--- src/crfie_pkg.sv ---
// Constants, register map and state types for the CAN receive-full and interrupt-enable slice.
// Assumes a 32-bit AXI4-Lite bus clocked by aclk with a synchronous active-low reset.
//
// Summary of operation
// - Enable bit 7 gates invalid-message interrupt request.
// - Enable bit 6 gates bus wake-up interrupt.
// - Enable bit 5 gates error interrupt request.
// - Enable bit 4 reads zero, ignores writes.
// - Enable bit 3 gates FIFO-almost-full interrupt.
// - Enable bit 2 gates receive overflow interrupt.
// - Enable bit 1 gates receive buffer interrupt.
// - Enable bit 0 gates transmit buffer interrupt.
// - Module sets buffer-full flag; empty reads zero.
// - Writing zero clears a flag; one does nothing.
// - Low full register holds buffers 0 to 15.
// - High full register holds buffers 16 to 31.
package crfie_pkg;

   localparam int unsigned ADDR_W = 8;
   localparam int unsigned DATA_W = 32;
   localparam int unsigned STRB_W = 4;
   localparam int unsigned NUM_BUF = 32;
   localparam int unsigned HALF_BUF = 16;
   localparam int unsigned NUM_SRC = 8;

   // Word offsets (byte addresses)
   localparam logic [ADDR_W-1:0] OFF_INT_EN = 8'h00;
   localparam logic [ADDR_W-1:0] OFF_RX_BUFFER_FULL_FLAG_LO = 8'h04;
   localparam logic [ADDR_W-1:0] OFF_RX_BUFFER_FULL_FLAG_HI = 8'h08;
   localparam logic [ADDR_W-1:0] OFF_PEND = 8'h0c;

   // Interrupt source bit positions, shared by enable and pending registers
   localparam int unsigned BIT_INVALID_MSG = 7;
   localparam int unsigned BIT_WAKE = 6;
   localparam int unsigned BIT_ERROR = 5;
   localparam int unsigned BIT_UNUSED = 4;
   localparam int unsigned BIT_FIFO_FULL = 3;
   localparam int unsigned BIT_RX_OVF = 2;
   localparam int unsigned BIT_RX_BUF = 1;
   localparam int unsigned BIT_TX_BUF = 0;

   localparam logic [NUM_SRC-1:0] INT_EN_MASK = 8'hef;
   localparam logic [NUM_SRC-1:0] INT_EN_RST = 8'h00;
   localparam logic [NUM_SRC-1:0] PEND_RST = 8'h00;
   localparam logic [NUM_BUF-1:0] RX_BUFFER_FULL_FLAG_RST = 32'h0000_0000;

   localparam logic [1:0] RESP_OKAY = 2'h0;
   localparam logic [1:0] RESP_SLVERR = 2'h2;

   typedef enum logic [1:0] {
      CRFIE_W_IDLE = 2'b01,
      CRFIE_W_RESP = 2'b10
   } crfie_wstate_t;

   typedef enum logic [1:0] {
      CRFIE_R_IDLE = 2'b01,
      CRFIE_R_RESP = 2'b10
   } crfie_rstate_t;

endpackage

--- src/crfie_flag_if.sv ---
// Carrier between the register front end and a bank of hardware-set flags.
// Assumes set and clr are one-cycle bit masks in the aclk domain.
`timescale 1ns/1ps
interface crfie_flag_if #(parameter int unsigned W = 32) ();
   logic [W-1:0] set;
   logic [W-1:0] clr;
   logic [W-1:0] flags;

   modport ctl (output set, output clr, input flags);
   modport flg (input set, input clr, output flags);
endinterface

--- src/crfie_rx_buffer_full_flag.sv ---
// Receive-buffer-full flag bank, one sticky bit per message buffer.
// Assumes set pulses come from the buffer store logic, clears from software writes.
`timescale 1ns/1ps
module crfie_rx_buffer_full_flag
   import crfie_pkg::*;
(
   // Clock and reset
   input wire logic aclk,
   input wire logic aresetn,
   // Flag carrier
   crfie_flag_if.flg fl
);

   logic [NUM_BUF-1:0] full_q;
   logic [NUM_BUF-1:0] full_d;

   genvar i;
   generate
      for (i = 0; i < NUM_BUF; i++) begin : g_buf
         // A store in the same cycle as a clear keeps the flag set
         always_comb begin
            full_d[i] = (full_q[i] & ~fl.clr[i]) | fl.set[i];
         end
      end
   endgenerate

   always_ff @(posedge aclk) begin
      if (!aresetn) begin
         full_q <= RX_BUFFER_FULL_FLAG_RST;
      end else begin
         full_q <= full_d;
      end
   end

   assign fl.flags = full_q;

endmodule

--- src/crfie_irq.sv ---
// Pending flags for the interrupt sources and their gating by the enable bits.
// Assumes event strobes are one-cycle pulses; the unused source position is never set.
`timescale 1ns/1ps
module crfie_irq
   import crfie_pkg::*;
(
   // Clock and reset
   input wire logic aclk,
   input wire logic aresetn,
   // Pending carrier
   crfie_flag_if.flg pd,
   // Enables and request
   input wire logic [NUM_SRC-1:0] int_en,
   output logic irq
);

   logic [NUM_SRC-1:0] pend_q;
   logic [NUM_SRC-1:0] pend_d;
   logic [NUM_SRC-1:0] gated;

   genvar i;
   generate
      for (i = 0; i < NUM_SRC; i++) begin : g_src
         always_comb begin
            pend_d[i] = ((pend_q[i] & ~pd.clr[i]) | pd.set[i]) & INT_EN_MASK[i];
            gated[i] = pend_q[i] & int_en[i];
         end
      end
   endgenerate

   always_ff @(posedge aclk) begin
      if (!aresetn) begin
         pend_q <= PEND_RST;
      end else begin
         pend_q <= pend_d;
      end
   end

   assign irq = |gated;
   assign pd.flags = pend_q;

endmodule

--- src/crfie_top.sv ---
// CAN receive-full flags and interrupt enable registers behind an AXI4-Lite slave.
// Assumes one aclk domain; message-stored and event strobes are synchronous pulses.
//
// Decided for this implementation: the address map and the AXI4-Lite slave port.
`timescale 1ns/1ps
module crfie_top
   import crfie_pkg::*;
(
   // Clock and reset
   input wire logic aclk,
   input wire logic aresetn,
   // AXI4-Lite write address
   input wire logic [ADDR_W-1:0] s_axi_awaddr,
   input wire logic [2:0] s_axi_awprot,
   input wire logic s_axi_awvalid,
   output logic s_axi_awready,
   // AXI4-Lite write data
   input wire logic [DATA_W-1:0] s_axi_wdata,
   input wire logic [STRB_W-1:0] s_axi_wstrb,
   input wire logic s_axi_wvalid,
   output logic s_axi_wready,
   // AXI4-Lite write response
   output logic [1:0] s_axi_bresp,
   output logic s_axi_bvalid,
   input wire logic s_axi_bready,
   // AXI4-Lite read address
   input wire logic [ADDR_W-1:0] s_axi_araddr,
   input wire logic [2:0] s_axi_arprot,
   input wire logic s_axi_arvalid,
   output logic s_axi_arready,
   // AXI4-Lite read data
   output logic [DATA_W-1:0] s_axi_rdata,
   output logic [1:0] s_axi_rresp,
   output logic s_axi_rvalid,
   input wire logic s_axi_rready,
   // Protocol engine side
   input wire logic [NUM_BUF-1:0] msg_stored,
   input wire logic [NUM_SRC-1:0] src_event,
   // Interrupt request
   output logic can_irq
);

   crfie_flag_if #(.W(NUM_BUF)) rx_if ();
   crfie_flag_if #(.W(NUM_SRC)) pd_if ();

   // Write channel state
   crfie_wstate_t wstate_q;
   crfie_wstate_t wstate_d;
   logic aw_have_q;
   logic aw_have_d;
   logic w_have_q;
   logic w_have_d;
   logic [ADDR_W-1:0] awaddr_q;
   logic [ADDR_W-1:0] awaddr_d;
   logic [DATA_W-1:0] wdata_q;
   logic [DATA_W-1:0] wdata_d;
   logic [STRB_W-1:0] wstrb_q;
   logic [STRB_W-1:0] wstrb_d;
   logic [1:0] bresp_q;
   logic [1:0] bresp_d;

   // Read channel state
   crfie_rstate_t rstate_q;
   crfie_rstate_t rstate_d;
   logic [DATA_W-1:0] rdata_q;
   logic [DATA_W-1:0] rdata_d;
   logic [1:0] rresp_q;
   logic [1:0] rresp_d;

   // Register state
   logic [NUM_SRC-1:0] int_en_q;
   logic [NUM_SRC-1:0] int_en_d;

   logic aw_fire;
   logic w_fire;
   logic do_wr;
   logic [ADDR_W-1:0] wr_addr;
   logic [DATA_W-1:0] wr_data;
   logic [STRB_W-1:0] wr_strb;
   logic [DATA_W-1:0] lane_mask;
   logic [DATA_W-1:0] zero_bits;
   logic wr_mapped;
   logic rd_mapped;
   logic [DATA_W-1:0] rd_word;

   assign s_axi_awready = (wstate_q == CRFIE_W_IDLE) && !aw_have_q;
   assign s_axi_wready = (wstate_q == CRFIE_W_IDLE) && !w_have_q;
   assign s_axi_bvalid = (wstate_q == CRFIE_W_RESP);
   assign s_axi_bresp = bresp_q;
   assign s_axi_arready = (rstate_q == CRFIE_R_IDLE);
   assign s_axi_rvalid = (rstate_q == CRFIE_R_RESP);
   assign s_axi_rdata = rdata_q;
   assign s_axi_rresp = rresp_q;

   assign aw_fire = s_axi_awvalid && s_axi_awready;
   assign w_fire = s_axi_wvalid && s_axi_wready;

   // Address and data may arrive in either order; the write commits in the cycle the second of the two is accepted
   assign do_wr = (aw_have_q || aw_fire) && (w_have_q || w_fire);
   assign wr_addr = aw_have_q ? awaddr_q : s_axi_awaddr;
   assign wr_data = w_have_q ? wdata_q : s_axi_wdata;
   assign wr_strb = w_have_q ? wstrb_q : s_axi_wstrb;

   genvar ln;
   generate
      for (ln = 0; ln < STRB_W; ln++) begin : g_lane
         assign lane_mask[8*ln +: 8] = {8{wr_strb[ln]}};
      end
   endgenerate

   // Only enabled byte lanes carrying a zero clear a flag
   assign zero_bits = ~wr_data & lane_mask;

   always_comb begin
      wr_mapped = (wr_addr[ADDR_W-1:2] == OFF_INT_EN[ADDR_W-1:2])
         || (wr_addr[ADDR_W-1:2] == OFF_RX_BUFFER_FULL_FLAG_LO[ADDR_W-1:2])
         || (wr_addr[ADDR_W-1:2] == OFF_RX_BUFFER_FULL_FLAG_HI[ADDR_W-1:2])
         || (wr_addr[ADDR_W-1:2] == OFF_PEND[ADDR_W-1:2]);
   end

   always_comb begin
      wstate_d = wstate_q;
      aw_have_d = aw_have_q;
      w_have_d = w_have_q;
      awaddr_d = awaddr_q;
      wdata_d = wdata_q;
      wstrb_d = wstrb_q;
      bresp_d = bresp_q;
      case (wstate_q)
         CRFIE_W_IDLE: begin
            if (aw_fire) begin
               aw_have_d = 1'b1;
               awaddr_d = s_axi_awaddr;
            end
            if (w_fire) begin
               w_have_d = 1'b1;
               wdata_d = s_axi_wdata;
               wstrb_d = s_axi_wstrb;
            end
            if (do_wr) begin
               aw_have_d = 1'b0;
               w_have_d = 1'b0;
               bresp_d = wr_mapped ? RESP_OKAY : RESP_SLVERR;
               wstate_d = CRFIE_W_RESP;
            end
         end
         CRFIE_W_RESP: begin
            if (s_axi_bready) begin
               wstate_d = CRFIE_W_IDLE;
            end
         end
         default: begin
            wstate_d = CRFIE_W_IDLE;
         end
      endcase
   end

   always_ff @(posedge aclk) begin
      if (!aresetn) begin
         wstate_q <= CRFIE_W_IDLE;
         aw_have_q <= 1'b0;
         w_have_q <= 1'b0;
         awaddr_q <= '0;
         wdata_q <= '0;
         wstrb_q <= '0;
         bresp_q <= RESP_OKAY;
      end else begin
         wstate_q <= wstate_d;
         aw_have_q <= aw_have_d;
         w_have_q <= w_have_d;
         awaddr_q <= awaddr_d;
         wdata_q <= wdata_d;
         wstrb_q <= wstrb_d;
         bresp_q <= bresp_d;
      end
   end

   // Enable register: the unimplemented position never stores a one
   always_comb begin
      int_en_d = int_en_q;
      if (do_wr && (wr_addr[ADDR_W-1:2] == OFF_INT_EN[ADDR_W-1:2]) && wr_strb[0]) begin
         int_en_d = wr_data[NUM_SRC-1:0] & INT_EN_MASK;
      end
   end

   always_ff @(posedge aclk) begin
      if (!aresetn) begin
         int_en_q <= INT_EN_RST;
      end else begin
         int_en_q <= int_en_d;
      end
   end

   // Flag clear masks, one cycle wide, taken in the commit cycle
   always_comb begin
      rx_if.clr = '0;
      pd_if.clr = '0;
      if (do_wr) begin
         if (wr_addr[ADDR_W-1:2] == OFF_RX_BUFFER_FULL_FLAG_LO[ADDR_W-1:2]) begin
            rx_if.clr[HALF_BUF-1:0] = zero_bits[HALF_BUF-1:0];
         end
         if (wr_addr[ADDR_W-1:2] == OFF_RX_BUFFER_FULL_FLAG_HI[ADDR_W-1:2]) begin
            rx_if.clr[NUM_BUF-1:HALF_BUF] = zero_bits[HALF_BUF-1:0];
         end
         if (wr_addr[ADDR_W-1:2] == OFF_PEND[ADDR_W-1:2]) begin
            pd_if.clr = zero_bits[NUM_SRC-1:0];
         end
      end
   end

   assign rx_if.set = msg_stored;
   assign pd_if.set = src_event;

   crfie_rx_buffer_full_flag u_rx_buffer_full_flag (
      .aclk(aclk),
      .aresetn(aresetn),
      .fl(rx_if)
   );

   crfie_irq u_irq (
      .aclk(aclk),
      .aresetn(aresetn),
      .pd(pd_if),
      .int_en(int_en_q),
      .irq(can_irq)
   );

   // Read decode; unused upper bits read as zero
   always_comb begin
      rd_word = '0;
      rd_mapped = 1'b1;
      case (s_axi_araddr[ADDR_W-1:2])
         OFF_INT_EN[ADDR_W-1:2]: begin
            rd_word[NUM_SRC-1:0] = int_en_q & INT_EN_MASK;
         end
         OFF_RX_BUFFER_FULL_FLAG_LO[ADDR_W-1:2]: begin
            rd_word[HALF_BUF-1:0] = rx_if.flags[HALF_BUF-1:0];
         end
         OFF_RX_BUFFER_FULL_FLAG_HI[ADDR_W-1:2]: begin
            rd_word[HALF_BUF-1:0] = rx_if.flags[NUM_BUF-1:HALF_BUF];
         end
         OFF_PEND[ADDR_W-1:2]: begin
            rd_word[NUM_SRC-1:0] = pd_if.flags;
         end
         default: begin
            rd_mapped = 1'b0;
         end
      endcase
   end

   always_comb begin
      rstate_d = rstate_q;
      rdata_d = rdata_q;
      rresp_d = rresp_q;
      case (rstate_q)
         CRFIE_R_IDLE: begin
            if (s_axi_arvalid) begin
               rdata_d = rd_word;
               rresp_d = rd_mapped ? RESP_OKAY : RESP_SLVERR;
               rstate_d = CRFIE_R_RESP;
            end
         end
         CRFIE_R_RESP: begin
            if (s_axi_rready) begin
               rstate_d = CRFIE_R_IDLE;
            end
         end
         default: begin
            rstate_d = CRFIE_R_IDLE;
         end
      endcase
   end

   always_ff @(posedge aclk) begin
      if (!aresetn) begin
         rstate_q <= CRFIE_R_IDLE;
         rdata_q <= '0;
         rresp_q <= RESP_OKAY;
      end else begin
         rstate_q <= rstate_d;
         rdata_q <= rdata_d;
         rresp_q <= rresp_d;
      end
   end

endmodule

--- config.mk ---
export PLATFORM = sky130hd
export DESIGN_NAME = crfie_top
export DESIGN_NICKNAME = d
export VERILOG_FILES = /design/src/crfie_pkg.sv /design/src/crfie_flag_if.sv /design/src/crfie_rx_buffer_full_flag.sv /design/src/crfie_irq.sv /design/src/crfie_top.sv
export SDC_FILE = /design/constraint.sdc
export NUM_CORES = 1
export LEC_CHECK = 0
export BUFFER_PORTS_ARGS = -buffer_cell sky130_fd_sc_hd__buf_4
export CORE_MARGIN = 3
export CORE_UTILIZATION = 50
export DETAILED_ROUTE_END_ITERATION = 8
export PLACE_DENSITY_LB_ADDON = 0.15
export SYNTH_ARGS = -nofsm -noshare
export SYNTH_HDL_FRONTEND = slang
export SYNTH_SLANG_ARGS = --single-unit
--- constraint.sdc ---
create_clock -name aclk -period 2.2 [get_ports aclk]
set_clock_uncertainty 0.05 [all_clocks]
set_input_delay 0 -clock aclk [delete_from_list [all_inputs] [get_ports aclk]]
set_output_delay 0 -clock aclk [all_outputs]
set_load 0.05 [all_outputs]
==> impl_results.md <==
- Worst setup path end: int_en_q[2]
- Final Non-Filler Cells: 760
- YS warnings: 0
- Reg2Reg Launch Point: awaddr_q[4]
- Power, Total: slightly below 4 mW
- Post-Synthesis Mean Instance Area: about 8.9 µm²
- Number of global-route vias before repair: approximately 3.9k
- Finish-stage setup viols: 0
- Net switching share of the total power: roughly 30%
- # placed instances: between 600 and 700
- Logic pwr share: 21.5%
- Data arrival time of the critical path: approximately 2200 ps
- Number of input and output port buffers inserted: 99
- Cell area after synthesis: 0.00436 mm²
- Internal Pwr Total: ~2.8 mW
- RSZ-0062 raised after global routing: false
- Vias after detailed routing: about 4k
- Initial standard-cell utilization of the core: between 50% and 60%
- HPWL reported at the end of detailed placement: about 7600 µm
- Class of the worst hold path: input pin to flip-flop
- CTS tree: yes
- Maximum Capacitance Violations: 0
- Last weighted congestion value of the routability-driven placer: 0.802
- Reg power frac: between 40% and 50%
- Cell types occupying the most area after synthesis: dfxtp_1 (43%), mux2i_1 (7.3%), o21ai_0 (6.0%), a21oi_1 (4.7%), nand2_1 (4.6%)
- Root buffer selected by CTS: clkbuf_8
- Global-route wire length before repair: roughly 19000 µm
- Clk_lat worst skew: about 360 ps
- Clock tree sinks: 94
- First element of the critical path: awaddr_q[4]
- Final setup TNS: 0 ps
- Part of the Yosys area used for sequential elements: a little over two fifths
- Antenna Violating Nets Remaining: 0
- Number of gates resized after CTS: 0
- Mean routed wirelength per cell: 15.0 µm
- Leakage power total: about 2.5 nW
- Maximum number of pins on one net before global-route repair: 100
- Category of the most critical setup path: flip-flop to flip-flop
- Post-layout net count: around 760
- Worst slew margin: approximately 45%
- Share of cells above drive strength 1: 22.1%
- Power density relative to cell area: ~650 mW/mm²
- Shortest period the worst path allows: between 1500 and 2000 ps
- Violation count after the first detailed-route iteration: 247
- Register-to-Register Setup Slack: ~240 ps
- Buffer levels on the longest clock path: 2
- Finished Core Util: between 70 and 80%
- Most frequent cells in the layout: buf_4 (113), dfxtp_1 (94), dlygate4sd3_1 (68)
- Number of buffers created by CTS: 9
- Max Fanout on Critical Path: 7
- Endpoint type of the worst setup path: flip-flop
- Cell type with the largest total area after synthesis: dfxtp_1
- Transition time of the tightest slew-check pin: slightly above 800 ps
- Critical path launch point type: flip-flop
- Fraction of power consumed by the clock network: a little over 30%
- DRC Markers: 0
- Clk pin slew, worst setup/hold paths: 90 ps
- Worst R2R End: int_en_q[2]
- Number of optimization iterations in the first detailed-route pass: 5
- Result of the run: finished clean
- Count of pins over their slew limit: 0
- Ports: around 150
- Fraction of synthesized cell area taken by the top area cell type: 43.1%
- Most common library cell in the layout ignoring fill and taps: buf_4
- Area Overhead vs Synth: 38.3%
- Peak ir drop on the vdd network: between 0.0004 and 0.0005 V
- Die height: 99.4 µm
- Number of H-tree levels: 3
- Chip Width: between 90 and 100 µm
- Floorplan row count: 33
- Final routed wirelength across all metal layers: about 11000 µm
- Number of flip-flops and latches in the synthesized netlist: 94
- Floorplan Core Area: 0.00834 mm²
- Required time of the worst setup path: around 2400 ps
- Final period util: 89.1%
- Via density: about 5.3
- Post-synthesis cell count: a little under 500
- DIE AREA: between 0.009 and 0.01 mm²
- Tot GR Track Use: a little under a quarter
- GRT Residual Overflow: 0
- Switching pwr: 1.14 mW
- Fmax: between 500 and 600 MHz
- Number of endpoints with negative hold slack in the final report: 0
- Synth unique cells: 35
- R2R depth: 4
- Initial antenna violation count: 0
- Antenna diode instance count: 0
==> worst min-delay path by stage <==
stage | start | to | slack (ps) | cells after the start
CTS | s_axi_arvalid | s_axi_rresp[1] | 60 | 4
detailed placement | msg_stored[19] | u_rx_buffer_full_flag.fl.flags[19] | 220 | 3
finish | s_axi_arvalid | s_axi_rresp[1] | 80 | 4
global route | s_axi_arvalid | rstate_q[0] | 100 | 3
global placement | s_axi_awaddr[3] | awaddr_q[3] | 210 | 3
floorplan | s_axi_wdata[0] | wdata_q[0] | 90 | 2
==> metrics by stage <==
step / hold WS [ps] / instance area, µm² / worst slack, ps
final: 80.4 / 6030 / 239
after global routing: 100 / 6030 / 156
after CTS: 59.9 / 6030 / 231
after detailed placement: 224 / 5140 / 269
after global placement: 213 / 5140 / 315
after floorplan: 94.9 / 4430 / 340
==> cell families (layout without fill, tap and decap cells) <==
family | after synthesis | count (layout) | share of synthesized area, %
simple gates | 154 | 154 | 17.9
compound gates | 149 | 149 | 21.1
flops | 94 | 94 | 43.1
buf+inv | 51 | 199 | 6.34
mux | 41 | 41 | 11.5
other cells | 1 | 18 | 0.0860
==> worst max-delay path, cell delays in order, from the launching register on <==
cell,delay (ps)
dfxtp_1,320
or4b_1,540
o22a_4,290
nor3_4,450
mux2i_1,240
==> Yosys cell counts, drive strengths merged <==
cell type	instances
nand3	1
inv	2
nand3b	2
o22a	2
nand2	54
mux4	7
a22oi	18
nor3b	5
o2111ai	16
or4	1
a21oi	41
or4b	1
nor3	2
nor4	1
nor2b	22
a222oi	1
mux2i	32
and3b	1
conb	1
a21boi	18
and2	12
mux2	2
nand2b	8
o211ai	1
dfxtp	94
clkbuf	26
buf	23
nor2	44
o21ai	52
==> sequential cells by signal, summed over array words and instances, names as in the netlist <==
| name | flops |
|---|---|
| wstrb_q | 2 |
| s_axi_bresp | 1 |
| w_have_q | 1 |
| int_en_q | 7 |
| rstate_q | 2 |
| awaddr_q | 6 |
| s_axi_rresp | 1 |
| s_axi_rdata | 16 |
| wstate_q | 2 |
| aw_have_q | 1 |
| u_irq.pd.flags | 7 |
| u_rx_buffer_full_flag.fl.flags | 32 |
| wdata_q | 16 |
==> what timing repair did <==
| item | CTS | global route |
|---|---|---|
| hold endpoints to repair | 69 | 0 |
| setup buffers | 0 | 0 |
| hold buffers | 68 | 0 |
==> cell type report <==
cell class                      instances  area, µm²
Clock buffer                           11        151
Clock inverter                          5       63.8
Fill cell                             622       2310
Inverter                                2       7.51
Multi-Input combinational cell        362       2270
Sequential cell                        94       1880
Tap cell                              105        131
Timing Repair Buffer                  181       1530
==> power by group through the flow <==
stage	sequential (mW)	combinational [mW]	clock (mW)
floorplan	1.90	0.501	0
finish	1.86	0.844	1.22
CTS	1.86	0.838	1.25
detailed placement	1.89	0.739	0
global route	1.87	0.918	1.32
global placement	1.89	0.725	0
==> metal layers <==
metal  vias up  share of wire [%]  track usage [%]
met1      1881                 45             32.0
met5         -                  0                0
met2       137                 48             38.1
met3        13                5.6             3.51
met4         0                1.2             7.46
li1       2020                  -                -
Note: power is estimated with default switching activity, not from simulation.
